$ cat src/adc_serial_readout_defs.svh
`ifndef ADC_SERIAL_READOUT_DEFS_SVH
`define ADC_SERIAL_READOUT_DEFS_SVH

// result word
`define ADC_RESULT_BITS      24
`define ADC_BITCNT_W         5
`define ADC_CODE_MIDSCALE    24'h800000

// crystal, converter clock and result rate (rate counted in crystal edges)
`define ADC_XTAL_HZ          32768
`define ADC_PLL_MULT         128
`define ADC_CONV_CLK_HZ      (`ADC_XTAL_HZ * `ADC_PLL_MULT)
`define ADC_RATE_DIV         (69 * 8 * 3)
`define ADC_RATE_W           11
`define ADC_SETTLE_PERIODS   2
`define ADC_PLL_LOCK_EDGES   32
`define ADC_LOCK_W           8

// core clock and master-mode serial clock half period
`define ADC_CORE_CLK_NS      8
`define ADC_SCLK_HALF_NS     256
`define ADC_SCLK_HALF_CYCLES ((`ADC_SCLK_HALF_NS + `ADC_CORE_CLK_NS - 1) / `ADC_CORE_CLK_NS)
`define ADC_HALF_W           8

// gain per span
`define ADC_GAIN_NARROW      5'h10
`define ADC_GAIN_WIDE        5'h01
`define ADC_GAIN_W           5

// synchronised pin vector layout and its idle value
`define ADC_SYNC_W           6
`define ADC_SYNC_CS          0
`define ADC_SYNC_MODE        1
`define ADC_SYNC_SCLK        2
`define ADC_SYNC_PAIR        3
`define ADC_SYNC_RANGE       4
`define ADC_SYNC_XTAL        5
`define ADC_SYNC_IDLE        6'h07

`endif

$ cat src/adc_serial_readout_pkg.sv
`include "adc_serial_readout_defs.svh"

package adc_serial_readout_pkg;

  typedef enum logic [5:0] {
    ST_STANDBY = 6'h01,
    ST_LOCK    = 6'h02,
    ST_CONVERT = 6'h04,
    ST_UPDATE  = 6'h08,
    ST_READY   = 6'h10,
    ST_SHIFT   = 6'h20
  } readout_state_t;

  typedef struct packed {
    readout_state_t                state;
    logic                          sclk;
    logic                          dout;
    logic [`ADC_RESULT_BITS-1:0]   shreg;
    logic [`ADC_BITCNT_W-1:0]      bitcnt;
    logic [`ADC_RATE_W-1:0]        rate_cnt;
    logic [1:0]                    settle;
    logic [`ADC_LOCK_W-1:0]        lock_cnt;
    logic [`ADC_HALF_W-1:0]        half_cnt;
    logic                          pair;
    logic [`ADC_GAIN_W-1:0]        gain;
    logic                          locked;
    logic                          mod_sample;
    logic                          xtal_prev;
    logic                          sclk_prev;
  } readout_regs_t;

endpackage

$ cat src/adc_serial_readout.sv
`include "adc_serial_readout_defs.svh"
`timescale 1ns/1ps
`default_nettype none

module adc_serial_readout #(
  parameter int RATE_DIV       = `ADC_RATE_DIV,
  parameter int SETTLE_PERIODS = `ADC_SETTLE_PERIODS,
  parameter int LOCK_EDGES     = `ADC_PLL_LOCK_EDGES,
  parameter int SCLK_HALF      = `ADC_SCLK_HALF_CYCLES
) (
  input  wire logic                               core_clk_i,
  input  wire logic                               rst_n_i,
  input  wire logic                               sel_n_i,
  input  wire logic                               mode_i,
  input  wire logic                               crystal_in_i,
  input  wire logic                               input_pair_select_i,
  input  wire logic                               range_i,
  input  wire logic                               sclk_i,
  output logic                                    sclk_o,
  output logic                                    sclk_oe_o,
  output logic                                    dout_rdy_n_o,
  output logic                                    dout_oe_o,
  input  wire logic signed [`ADC_RESULT_BITS-1:0] conv_sample_i,
  output logic                                    input_pair_o,
  output logic [`ADC_GAIN_W-1:0]                  gain_amplifier_o,
  output logic                                    span_wide_o,
  output logic                                    pll_locked_o,
  output logic                                    mod_sample_o,
  output logic                                    converting_o
);

  adc_serial_readout_pkg::readout_regs_t s_q;
  adc_serial_readout_pkg::readout_regs_t s_d;

  logic [`ADC_SYNC_W-1:0] pins;
  logic                   cs_high;
  logic                   master;
  logic                   xtal_rise;
  logic                   sclk_rise;
  logic                   sclk_fall;
  logic                   half_done;
  logic                   result_now;
  logic                   running;

  // two's complement filter output to offset binary: adding 2^23 flips the top bit
  function automatic logic [`ADC_RESULT_BITS-1:0] to_offset_binary(
    input logic [`ADC_RESULT_BITS-1:0] sample
  );
    to_offset_binary = sample ^ `ADC_CODE_MIDSCALE;
  endfunction

  // every pin from the far side passes the three-stage synchroniser
  pin_sync3 #(
    .W        (`ADC_SYNC_W),
    .IDLE_VAL (`ADC_SYNC_IDLE)
  ) u_pin_sync (
    .core_clk_i (core_clk_i),
    .rst_n_i    (rst_n_i),
    .pin_i      ({crystal_in_i, range_i, input_pair_select_i, sclk_i, mode_i, sel_n_i}),
    .level_o    (pins)
  );

  // edges are found on the synchronised levels only
  always_comb begin
    cs_high   = pins[`ADC_SYNC_CS];
    master    = ~pins[`ADC_SYNC_MODE];
    xtal_rise = pins[`ADC_SYNC_XTAL] & ~s_q.xtal_prev;
    sclk_rise = pins[`ADC_SYNC_SCLK] & ~s_q.sclk_prev;
    sclk_fall = ~pins[`ADC_SYNC_SCLK] & s_q.sclk_prev;
    half_done = (s_q.half_cnt == `ADC_HALF_W'(SCLK_HALF - 1));
    running   = (s_q.state != adc_serial_readout_pkg::ST_STANDBY) &&
                (s_q.state != adc_serial_readout_pkg::ST_LOCK);
  end

  always_comb begin
    s_d            = s_q;
    result_now     = 1'b0;
    s_d.xtal_prev  = pins[`ADC_SYNC_XTAL];
    s_d.sclk_prev  = pins[`ADC_SYNC_SCLK];
    s_d.mod_sample = running & xtal_rise & ~cs_high;
    s_d.gain       = pins[`ADC_SYNC_RANGE] ? `ADC_GAIN_WIDE : `ADC_GAIN_NARROW;
    s_d.half_cnt   = half_done ? '0 : s_q.half_cnt + `ADC_HALF_W'(1);

    // result timer runs in every converting state, so conversions never pause
    if (running) begin
      if (pins[`ADC_SYNC_PAIR] != s_q.pair) begin
        s_d.pair     = pins[`ADC_SYNC_PAIR];
        s_d.rate_cnt = '0;
        s_d.settle   = '0;
      end else if (xtal_rise) begin
        if (s_q.rate_cnt == `ADC_RATE_W'(RATE_DIV - 1)) begin
          s_d.rate_cnt = '0;
          if (s_q.settle == 2'(SETTLE_PERIODS - 1)) begin
            result_now = 1'b1;
          end else begin
            s_d.settle = s_q.settle + 2'd1;
          end
        end else begin
          s_d.rate_cnt = s_q.rate_cnt + `ADC_RATE_W'(1);
        end
      end
    end

    if (cs_high) begin
      // standby drops the word, the bit, rate, settle and lock counts and the lock, including an unread result
      s_d.state    = adc_serial_readout_pkg::ST_STANDBY;
      s_d.shreg    = '0;
      s_d.dout     = 1'b1;
      s_d.sclk     = 1'b1;
      s_d.bitcnt   = '0;
      s_d.rate_cnt = '0;
      s_d.settle   = '0;
      s_d.lock_cnt = '0;
      s_d.locked   = 1'b0;
    end else begin
      unique case (s_q.state)
        adc_serial_readout_pkg::ST_STANDBY: begin
          s_d.state    = adc_serial_readout_pkg::ST_LOCK;
          s_d.pair     = pins[`ADC_SYNC_PAIR];
          s_d.lock_cnt = '0;
        end
        adc_serial_readout_pkg::ST_LOCK: begin
          // lock is declared after a fixed count of crystal edges
          if (xtal_rise) begin
            s_d.lock_cnt = s_q.lock_cnt + `ADC_LOCK_W'(1);
            if (s_q.lock_cnt == `ADC_LOCK_W'(LOCK_EDGES - 1)) begin
              s_d.locked   = 1'b1;
              s_d.state    = adc_serial_readout_pkg::ST_CONVERT;
              s_d.rate_cnt = '0;
              s_d.settle   = '0;
            end
          end
        end
        adc_serial_readout_pkg::ST_CONVERT: begin
          s_d.dout = 1'b1;
          s_d.sclk = 1'b1;
          if (result_now) begin
            s_d.state = adc_serial_readout_pkg::ST_UPDATE;
          end
        end
        adc_serial_readout_pkg::ST_UPDATE: begin
          // line has been high for at least this cycle before the reload
          s_d.shreg    = to_offset_binary(conv_sample_i);
          s_d.bitcnt   = '0;
          s_d.half_cnt = '0;
          s_d.dout     = 1'b0;
          s_d.state    = adc_serial_readout_pkg::ST_READY;
        end
        adc_serial_readout_pkg::ST_READY: begin
          if (result_now) begin
            // unread word is replaced; raise the line first
            s_d.dout  = 1'b1;
            s_d.state = adc_serial_readout_pkg::ST_UPDATE;
          end else if (master ? half_done : sclk_fall) begin
            s_d.sclk   = ~master;
            s_d.dout   = s_q.shreg[`ADC_RESULT_BITS-1];
            s_d.shreg  = s_q.shreg << 1;
            s_d.state  = adc_serial_readout_pkg::ST_SHIFT;
          end
        end
        adc_serial_readout_pkg::ST_SHIFT: begin
          // results landing mid-word are dropped so the word stays intact
          if (master) begin
            if (half_done && !s_q.sclk) begin
              s_d.sclk   = 1'b1;
              s_d.bitcnt = s_q.bitcnt + `ADC_BITCNT_W'(1);
            end else if (half_done &&
                         s_q.bitcnt == `ADC_BITCNT_W'(`ADC_RESULT_BITS)) begin
              // release the line half a period after the last rising edge
              s_d.dout  = 1'b1;
              s_d.state = adc_serial_readout_pkg::ST_CONVERT;
            end else if (half_done) begin
              s_d.sclk  = 1'b0;
              s_d.dout  = s_q.shreg[`ADC_RESULT_BITS-1];
              s_d.shreg = s_q.shreg << 1;
            end
          end else begin
            // bit position survives gaps between bursts
            if (sclk_fall) begin
              s_d.dout  = s_q.shreg[`ADC_RESULT_BITS-1];
              s_d.shreg = s_q.shreg << 1;
            end else if (sclk_rise) begin
              s_d.bitcnt = s_q.bitcnt + `ADC_BITCNT_W'(1);
              if (s_q.bitcnt == `ADC_BITCNT_W'(`ADC_RESULT_BITS - 1)) begin
                s_d.dout  = 1'b1;
                s_d.state = adc_serial_readout_pkg::ST_CONVERT;
              end
            end
          end
        end
      endcase
    end
  end

  always_ff @(posedge core_clk_i or negedge rst_n_i) begin
    if (!rst_n_i) begin
      s_q <= '{state: adc_serial_readout_pkg::ST_STANDBY, sclk: 1'b1, dout: 1'b1,
               gain: `ADC_GAIN_NARROW, xtal_prev: 1'b1, sclk_prev: 1'b1, default: '0};
    end else begin
      s_q <= s_d;
    end
  end

  // pins are released in standby; the clock is driven only in master mode
  assign sclk_o           = s_q.sclk;
  assign sclk_oe_o        = ~cs_high & master & running;
  assign dout_rdy_n_o     = s_q.dout;
  assign dout_oe_o        = ~cs_high;
  assign input_pair_o     = s_q.pair;
  assign gain_amplifier_o = s_q.gain;
  assign span_wide_o      = (s_q.gain == `ADC_GAIN_WIDE);
  assign pll_locked_o     = s_q.locked;
  assign mod_sample_o     = s_q.mod_sample;
  assign converting_o     = running;

endmodule

`default_nettype wire

$ cat src/pin_sync3.sv
`timescale 1ns/1ps
`default_nettype none

module pin_sync3 #(
  parameter int           W        = 1,
  parameter logic [W-1:0] IDLE_VAL = '0
) (
  input  wire logic         core_clk_i,
  input  wire logic         rst_n_i,
  input  wire logic [W-1:0] pin_i,
  output logic      [W-1:0] level_o
);

  typedef struct packed {
    logic [W-1:0] s1;
    logic [W-1:0] s2;
    logic [W-1:0] s3;
    logic [W-1:0] level;
  } sync_regs_t;

  sync_regs_t   s_q;
  sync_regs_t   s_d;
  logic [W-1:0] agree;

  // stage one feeds stage two only; a change is taken once two and three agree
  always_comb begin
    s_d    = s_q;
    s_d.s1 = pin_i;
    s_d.s2 = s_q.s1;
    s_d.s3 = s_q.s2;
    for (int i = 0; i < W; i++) begin
      if (s_q.s2[i] == s_q.s3[i]) begin
        s_d.level[i] = s_q.s3[i];
      end
    end
  end

  // pins reset to their idle level so no false edge is seen on release
  always_ff @(posedge core_clk_i or negedge rst_n_i) begin
    if (!rst_n_i) begin
      s_q <= '{s1: IDLE_VAL, s2: IDLE_VAL, s3: IDLE_VAL, level: IDLE_VAL};
    end else begin
      s_q <= s_d;
    end
  end

  // the agreed value is passed on at once: a pin change costs three edges, not four,
  // which keeps slave-mode data ahead of a 32 ns low phase of the reader's clock
  assign agree   = ~(s_q.s2 ^ s_q.s3);
  assign level_o = (agree & s_q.s3) | (~agree & s_q.level);

endmodule

`default_nettype wire

$ cat config.mk
export PLATFORM = sky130hd
export DESIGN_NAME = adc_serial_readout
export DESIGN_NICKNAME = d
export VERILOG_FILES = /design/src/adc_serial_readout_pkg.sv /design/src/adc_serial_readout.sv /design/src/pin_sync3.sv
export VERILOG_INCLUDE_DIRS = /design/src
export SDC_FILE = /design/constraint.sdc
export NUM_CORES = 1
export LEC_CHECK = 0
export BUFFER_PORTS_ARGS = -buffer_cell sky130_fd_sc_hd__buf_2
export CORE_MARGIN = 5
export CORE_UTILIZATION = 50
export DETAILED_ROUTE_END_ITERATION = 7
export PLACE_DENSITY = 0.7
export SLEW_MARGIN = 20
export SYNTH_ARGS = -nofsm -noshare
export SYNTH_HDL_FRONTEND = slang
export SYNTH_HIERARCHICAL = 1
export SYNTH_SLANG_ARGS = --single-unit
$ cat constraint.sdc
create_clock -name core_clk_i -period 5.7 [get_ports core_clk_i]
set_input_delay 0.855 -clock core_clk_i [delete_from_list [all_inputs] [get_ports core_clk_i]]
set_output_delay 0.855 -clock core_clk_i [all_outputs]
set_load 0.03 [all_outputs]
Word-level counts from Yosys, hierarchy flattened
Index checks and enable logic that the tools add are counted.
{"block": "totals", "regBits": 100, "output_inout_bits": 14, "elab_cells": 172}
{"block": "op_classes", "addsub": 5, "eq_ne": 43, "muxes": 62, "bitwise": 19, "n_reduce_logical": 19}
{"op": "24-bit 2-to-1 mux", "count": 3}
{"op": "24-bit case mux with 3 select lines", "count": 1}
{"op": "13-bit 2-to-1 mux", "count": 5}
{"op": "6-bit 2-to-1 mux", "count": 10}
{"op": "58-bit 2-to-1 mux", "count": 1}
{"op": "4-bit inequality test, second input constant", "count": 12}
{"op": "6-bit case mux with 6 select lines", "count": 1}
{"op": "32-bit 2-to-1 mux", "count": 1}
{"op": "30-bit 2-to-1 mux", "count": 1}
{"op": "26-bit 2-to-1 mux", "count": 1}
{"op": "25-bit 2-to-1 mux", "count": 1}
{"op": "1-bit 2-to-1 mux", "count": 22}
{"op": "21-bit 2-to-1 mux", "count": 1}
{"op": "5-bit 2-to-1 mux", "count": 4}
{"op": "3-bit inequality test, second input constant", "count": 6}
{"op": "8-bit by 1-bit adder with 8-bit output, second input constant", "count": 2}
{"op": "8-bit by 5-bit == test with 1-bit output, second input constant", "count": 2}
{"op": "8-bit 2-to-1 mux", "count": 2}
{"op": "8-bit case mux with 2 select lines", "count": 1}
{"op": "5-bit inequality test, second input constant", "count": 3}
{"op": "6-bit AND", "count": 2}
{"op": "6-bit NOT", "count": 2}
{"op": "6-bit AND reduction", "count": 2}
{"op": "11-bit by 1-bit adder with 11-bit output, second input constant", "count": 1}
{"op": "37 further kinds", "count": 61}

Logic depth before layout (Yosys ltp)
Gate-level depths: netlist of the first run.
{"block": "depth", "word_depth": 13, "ltp_mapped": 10, "mapped_depth_nobuf": 9}

Modules after synthesis
Netlist of the first run, hierarchy kept.
{"module": "adc_serial_readout", "instances": 1, "cells_each": 434, "area_each_um2": 4122.7}
{"module": "pin_sync3", "instances": 1, "cells_each": 30, "area_each_um2": 683.2}

Least setup slack after synthesis of the first run
OpenSTA, ideal clock, no wires.
{"block": "synth_path", "path_type": "register -> output", "from": "reg u_pin_sync.s_q, in the netlist u_pin_sync/s_d[6]", "to": "out sclk_oe_o", "t_arrival_ns": 1.840, "required_ns": 4.845, "path_slack_ns": 3.005, "path_stages_with_launch": 5, "n_path_buf": 2, "cell_sequence": "dfstp_2 > maj3_2 > buf_1 > clkbuf_1 > nor3_1"}
{"block": "synth_via", "elab_chain_cells": 8}
{"element": "start, declared", "line_no": "pin_sync3.sv:21", "source": "sync_regs_t s_q;"}
{"element": "start signal, assigned", "line_no": "pin_sync3.sv:41", "source": "s_q <= '{s1: IDLE_VAL, s2: IDLE_VAL, s3: IDLE_VAL, level: IDLE_VAL};"}
{"element": "6-bit bitwise XOR (*)", "line_no": "pin_sync3.sv:49", "source": "assign agree = ~(s_q.s2 ^ s_q.s3);"}
{"element": "6-bit NOT (*)", "line_no": "pin_sync3.sv:49"}
{"element": "6-bit NOT", "line_no": "pin_sync3.sv:50", "source": "assign level_o = (agree & s_q.s3) | (~agree & s_q.level);"}
{"element": "6-bit AND", "line_no": "pin_sync3.sv:50"}
{"element": "6-bit bitwise OR (*)", "line_no": "pin_sync3.sv:50"}
{"element": "net pins[0]", "line_no": "adc_serial_readout.sv:35", "source": "logic [`ADC_SYNC_W-1:0] pins;"}
{"element": "1-bit NOT (*)", "line_no": "adc_serial_readout.sv:206", "source": "assign sclk_oe_o = ~cs_high & master & running;"}
{"element": "1-bit AND (*) (2 in series)", "line_no": "adc_serial_readout.sv:206"}
{"element": "end, declared", "line_no": "adc_serial_readout.sv:20", "source": "output logic sclk_oe_o,"}
Mark *: on every way through the listed nets, which the timed path passes. The rest lies on a longest branch.

==> results of run 1 <==
==> registers in the layout (all words and copies together), names as in the netlist, 2 cells and up <==
register	cells
gain_amplifier_o	2
s_q	66
u_pin_sync/s_d	12
u_pin_sync/s_q	12
==> metrics by stage <==
stage	std cells	hold slack, ps	power [uW]
after floorplan	466	331	1080
after global placement	613	332	1150
after detailed placement	613	336	1170
after CTS	629	358	1590
after global routing	629	362	1670
final	629	355	1570
==> cell families (layout without fill, tap and decap cells) <==
kind of cell	after synthesis	count (layout)
simple gates	189	189
flops	97	97
compound gates	74	74
buf+inv	39	73
mux	29	29
xor+xnor	22	22
fa+ha+maj	13	13
other cells	1	3
==> cell type report <==
cell class / count / area (sq um)
Tap cell: 129 / 161
Fill cell: 815 / 4080
Clock buffer: 11 / 151
Timing Repair Buffer: 44 / 228
Multi-Input combinational cell: 330 / 2170
Sequential cell: 97 / 2450
Inverter: 13 / 48.8
Clock inverter: 5 / 37.5
==> power groups by stage <==
stage	logic (uW)	clock network, uW	registers (uW)
floorplan	249	0	834
global placement	315	0	838
detailed placement	324	0	841
CTS	325	438	830
global route	359	470	842
finish	321	421	831
==> worst max-delay path, cell delays in order (launching register included) <==
cell	delay, ps
dfstp_2	370
maj3_2	600
nor3b_1	350
nand2_1	170
a311oi_1	370
a221oi_2	80
a31oi_4	930
mux2_2	420
==> cell usage in the layout (no fill, tap or decap), drive strengths merged, types with 3 or more instances in the layout <==
cell / instances
nand2b: 4
nor2: 41
buf: 44
a21o: 4
nand3: 14
o21ai: 13
mux2: 25
and3: 8
nor2b: 8
conb: 3
nand2: 67
xnor2: 6
nor3b: 6
and2: 3
nor4: 4
a21oi: 31
maj3: 6
a211oi: 5
nand3b: 5
a221oi: 3
nand4: 11
xor2: 16
a31oi: 3
inv: 15
or3b: 3
nor3: 5
dfrtp: 79
mux2i: 4
clkbuf: 11
dfstp: 18
or4: 4
ha: 7
==> synthesized netlist by cell type, types with 2 or more instances <==
library cell and n:
or4_1 4, nor3_1 5, nand4b_1 2, inv_1 13, nand2_1 67, buf_4 5
clkbuf_1 13, a31oi_1 2, and3_1 8, nor3b_1 6, nand3b_1 5, buf_2 3
nor2_1 41, a221oi_1 2, o311ai_0 2, nor2b_1 8, nand2b_1 4, nand3_1 14
mux2_2 5, a21o_1 4, dfstp_2 18, dfrtp_1 79, buf_1 2, maj3_2 6
nand4_1 11, mux2i_1 4, nor4_1 3, o21bai_1 2, o21ai_0 13, a21oi_1 31
a311oi_1 2, and2_1 2, ha_1 7, xnor2_1 6, a211oi_1 5, xor2_1 16
mux2_4 20, buf_6 3, or3b_2 2
==> metal layers <==
metal / vias up / share of wire (%) / track usage, %
met2: 85 / 47 / 26.2
met3: 12 / 5.1 / 4.18
met5: - / 0 / 0
met4: 0 / 1.7 / 5.86
li1: 1660 / - / -
met1: 1668 / 46 / 22.0
==> worst paths after layout <==
| check | end | startpoint | slack (ps) |
|---|---|---|---|
| max in group asynchronous | gain_amplifier_o[0] | rst_n_i | 4160 |
| worst max register to register | s_q[55] | u_pin_sync/s_q[6] | 2280 |
| worst min-delay path | u_pin_sync/s_d[9] | u_pin_sync/s_d[15] | 350 |
| worst min register to register | u_pin_sync/s_d[9] | u_pin_sync/s_d[15] | 350 |
| worst max-delay path | s_q[55] | u_pin_sync/s_q[6] | 2280 |
| min in group asynchronous | s_q[17] | rst_n_i | 420 |
==> impl_metrics.json, run 1 <==
{
  "synth_largest_type_area_fraction_pct": 41.1,
  "num_rows": 35,
  "finalInstanceArea_sq_um": 5250,
  "synth-async-reset-ratio_pct": 100,
  "setup.worst_path.class": "flop to flop",
  "outcome": "finished, final reports clean",
  "tritoncts.num_buffers": 9,
  "largest_net_degree_at_the_start_of_global_routing": 65,
  "crit_path_start_kind": "flop",
  "area_delta_synth_final_pct": 9.27,
  "power.switching_uw": 479,
  "end_kind": "flop",
  "hold_viol": 0,
  "power.share.sequential_pct": 52.8,
  "die_area_sq_um": 11700,
  "timing.max_cap.violations": 0,
  "placed_cell_area_sq_um": 5060,
  "port_buffers": 42,
  "cts_setup_buffers": 0,
  "grt_pass1_vias": 3259,
  "grt_overflow_total": 0,
  "finalSetupTns_ps": 0,
  "yosysWarnings": 6,
  "rsz_0062_raised_after_global_routing": "false",
  "yosys.area_share.simple_pct": 19.4,
  "post-dp-hpwl_mm": 6.22,
  "detailedRoute.firstIterationViolations": 244,
  "timing.critical_path.fanout_max": 41,
  "synth.cell_area_sq_um": 4810,
  "synth_compound_gate_area_share_pct": 10.0,
  "post_route_cells_drive_above_1_share_pct": 23.4,
  "maxClockFrequency_mhz": 293,
  "vdd_ir_drop_max_mv": 0.170,
  "dieWidth_um": 108,
  "worst-endpoint-arrival_ps": 3670,
  "synthXorXnorAreaFrac_pct": 4.01,
  "cts.clk_slew.worst_paths_ps": 90,
  "worst_clock_skew_ps": 14.3,
  "clockRootBuffer": "clkbuf_8",
  "first_pass_grt_wire_length_mm": 15.4,
  "synth_sequential_area_ratio_pct": 51.0,
  "synth.avg_cell_area_sq_um": 10.4,
  "synth_edf_count": 0,
  "leakagePower_uw": 0.00238,
  "ys_types": 58,
  "period_needed_ps": 3420,
  "cell_taking_the_most_area_after_synthesis": "dfrtp_1",
  "cts.path.max_buffers": 2,
  "cts.hold.buffers_added": 0,
  "ys_seq_elements": 97,
  "count_of_mapped_cells_out_of_synthesis": 464,
  "place_worst_setup_slack_ps": 2270,
  "route.antenna.remaining_nets": 0,
  "hold_class": "flop to flop",
  "layout.nets": 534,
  "number_of_instances_on_the_worst_hold_path": 0,
  "drt-pass1-iter-count": 4,
  "slew_violations": 0,
  "via_count": 3425,
  "power_switching_share_pct": 30.5,
  "initial_utilization_pct": 51.5,
  "place.gp.congestion": 0.843,
  "rel_slew_slack_pct": 26.0,
  "ios": 46,
  "synth_top_family_by_area": "simple AND/OR/NAND/NOR gates",
  "cts_htree_levels": 3,
  "clock_power_share_pct": 26.7,
  "critPathRequiredTime_ps": 5950,
  "core_area_sq_um": 9330,
  "worstMarginPinSlew_ps": 1110,
  "finalSetupViolations": 0,
  "power.density_nw_per_um2": 299,
  "synthTopCellsByArea": "dfrtp_1 41%, dfstp_2 9.8%, mux2_4 6.2%, nand2_1 5.2%, a21oi_1 3.2%",
  "final_core_utilization_pct": 56.3,
  "ff2ff_path_depth": 7,
  "avgRoutedWirePerCell_um": 14.3,
  "worst_skew_pair.late_latency_ps": 370,
  "intPower_uw": 1090,
  "vias_per_cell": 5.45,
  "synth.mux.area_fraction_pct": 8.25,
  "cts_tree": "yes",
  "drt-total-wl_mm": 8.98,
  "comb_power_share_pct": 20.4,
  "diodes": 0,
  "cts_sinks": 97,
  "cts-resized-gates": 0,
  "synth_ff_type": "dfrtp_1",
  "die_y_um": 108,
  "synth_adder_area_share_pct": 3.23,
  "final_critical_path_setup_slack_ps": 2280,
  "gr-usage-all-layers_pct": 16.5,
  "number_of_antenna_violations_at_the_first_check_in_global_routing": 0,
  "drcViolationCount": 0,
  "post-route-period-util_pct": 60.0
}
Power figures use the tool's default switching activity.
==> inputs of run 2 (changes only) <==
Clock period 5.7 ns to 3.6 ns, I/O delays scaled along.
==> run 2 against run 1 <==
Against the previous run:
- setup slack worse by 1600 ps
- final cell count is 0.79% higher
- combinational power is 61% higher
- sequential share of layout area is 0.36 points lower
- non-clock buffer count is 5 higher
- global-route usage is 0.50 points higher
- critical endpoint is now s_q[47]
- largest power group unchanged
- highest routed layer unchanged
==> impl_metrics.json, run 2 (synthesis gave the netlist of run 1 again) <==
{
  "outcome": "finished, final reports clean",
  "cts_sinks": 97,
  "worst_skew_pair.late_latency_ps": 360,
  "die_area_sq_um": 11700,
  "grt_overflow_total": 0,
  "number_of_antenna_violations_at_the_first_check_in_global_routing": 0,
  "timing.critical_path.slowest_stage_cell": "a31oi_4",
  "clockRootBuffer": "clkbuf_8",
  "maxClockFrequency_mhz": 338,
  "critical_path_depth": 8,
  "hold_class": "primary input to asynchronous set/reset pin",
  "critPathRequiredTime_ps": 3850,
  "critical_path.max_stage_delay_ps": 550,
  "worstPathCellList": "maj3_2 > xor2_1 > or3b_2 > nor2_1 > nand2_1 > a31oi_4 > buf_12 > mux2_4",
  "worst-endpoint-arrival_ps": 3200,
  "num_rows": 35,
  "largest_net_degree_at_the_start_of_global_routing": 86,
  "setup.worst_path.class": "flop to flop",
  "end_kind": "flop",
  "core_area_sq_um": 9330,
  "slew_violations": 0,
  "worstMarginPinSlew_ps": 750,
  "rel_slew_slack_pct": 50.0,
  "largest_register_ffs": 66,
  "diodes": 0,
  "via_count": 3475,
  "place.gp.congestion": 0.851,
  "power.density_nw_per_um2": 469,
  "drcViolationCount": 0,
  "finalSetupTns_ps": 0,
  "first_pass_grt_wire_length_mm": 16.0,
  "dieWidth_um": 108,
  "timing.max_cap.violations": 0,
  "cts.path.max_buffers": 2,
  "cts_setup_buffers": 0,
  "die_y_um": 108,
  "cts_htree_levels": 3,
  "port_buffers": 42,
  "period_needed_ps": 2960,
  "finalSetupViolations": 0,
  "detailedRoute.firstIterationViolations": 199,
  "drt-pass1-iter-count": 4,
  "largest-register": "s_q",
  "vdd_ir_drop_max_mv": 0.289,
  "layout.cells.most_common_list": "79 x dfrtp_1, 67 x nand2_1, 41 x nor2_1, 41 x buf_2, 31 x a21oi_1",
  "leakagePower_uw": 0.00240,
  "cts_tree": "yes",
  "vias_per_cell": 5.48,
  "initial_utilization_pct": 51.5,
  "post-route-period-util_pct": 82.1,
  "route.antenna.remaining_nets": 0,
  "post-dp-hpwl_mm": 6.30,
  "tritoncts.num_buffers": 9,
  "final_core_utilization_pct": 56.7,
  "gr-usage-all-layers_pct": 17.0,
  "cts.hold.buffers_added": 0,
  "ff2ff_path_depth": 8,
  "grt_pass1_vias": 3418,
  "timing.critical_path.fanout_max": 13,
  "crit_path_start_kind": "flop",
  "cts.clk_slew.worst_paths_ps": 100,
  "worst_clock_skew_ps": 10.5,
  "drt-total-wl_mm": 9.18,
  "area_delta_synth_final_pct": 10.1,
  "most_frequent_standard_cell_in_the_layout_excluding_fill_and_tap_cells": "dfrtp_1",
  "post_route_cells_drive_above_1_share_pct": 23.8,
  "rsz_0062_raised_after_global_routing": "false",
  "ios": 46,
  "largest_delay_share_family_worst_path": "simple AND/OR/NAND/NOR gates",
  "cts-resized-gates": 0,
  "cp_num_buf_inv": 1,
  "avgRoutedWirePerCell_um": 14.5,
  "hold_viol": 0,
  "layout.nets": 539
}
[run 2: final cells by class]
cell class / count / area, sq um
Clock buffer: 10 / 128
Tap cell: 129 / 161
Multi-Input combinational cell: 330 / 2170
Clock inverter: 6 / 51.3
Sequential cell: 97 / 2450
Timing Repair Buffer: 49 / 282
Fill cell: 824 / 4040
Inverter: 13 / 48.8
[run 2: metal layers]
| layer | vias to the layer above | share of wire (%) | global-route usage, % |
|---|---|---|---|
| li1 | 1674 | - | - |
| met1 | 1706 | 45 | 22.2 |
| met2 | 91 | 49 | 28.3 |
| met3 | 4 | 5.4 | 4.30 |
| met4 | 0 | 0.53 | 4.60 |
| met5 | - | 0 | 0 |
[run 2: final timing paths]
check,to,from,slack (ps)
worst min-delay path,s_q[11],rst_n_i,230
worst min register to register,u_pin_sync/s_d[7],u_pin_sync/s_d[13],360
max in group asynchronous,s_q[63],rst_n_i,2690
worst max-delay path,s_q[47],u_pin_sync/s_d[9],640
worst max register to register,s_q[47],u_pin_sync/s_d[9],640
min in group core_clk_i,u_pin_sync/s_d[14],sclk_i,260
[run 2: report_power, final]
group	switching, uW	internal [uW]	leakage [uW]
Sequential	96.6	1220	0.00122
Combinational	289	228	0.00110
Clock	389	260	0.0000875
Total	775	1710	0.00240
[run 2: per-stage QoR]
stage               cells  worst slack (ps)  instance area [sq um]  total power (uW)  hold WS, ps
floorplan             466              1110                   4810              1720          244
global placement      618               782                   5110              1840          334
detailed placement    618               656                   5110              1860          337
CTS                   634               639                   5290              2520          241
global route          634               531                   5290              2640          233
finish                634               644                   5290              2480          226
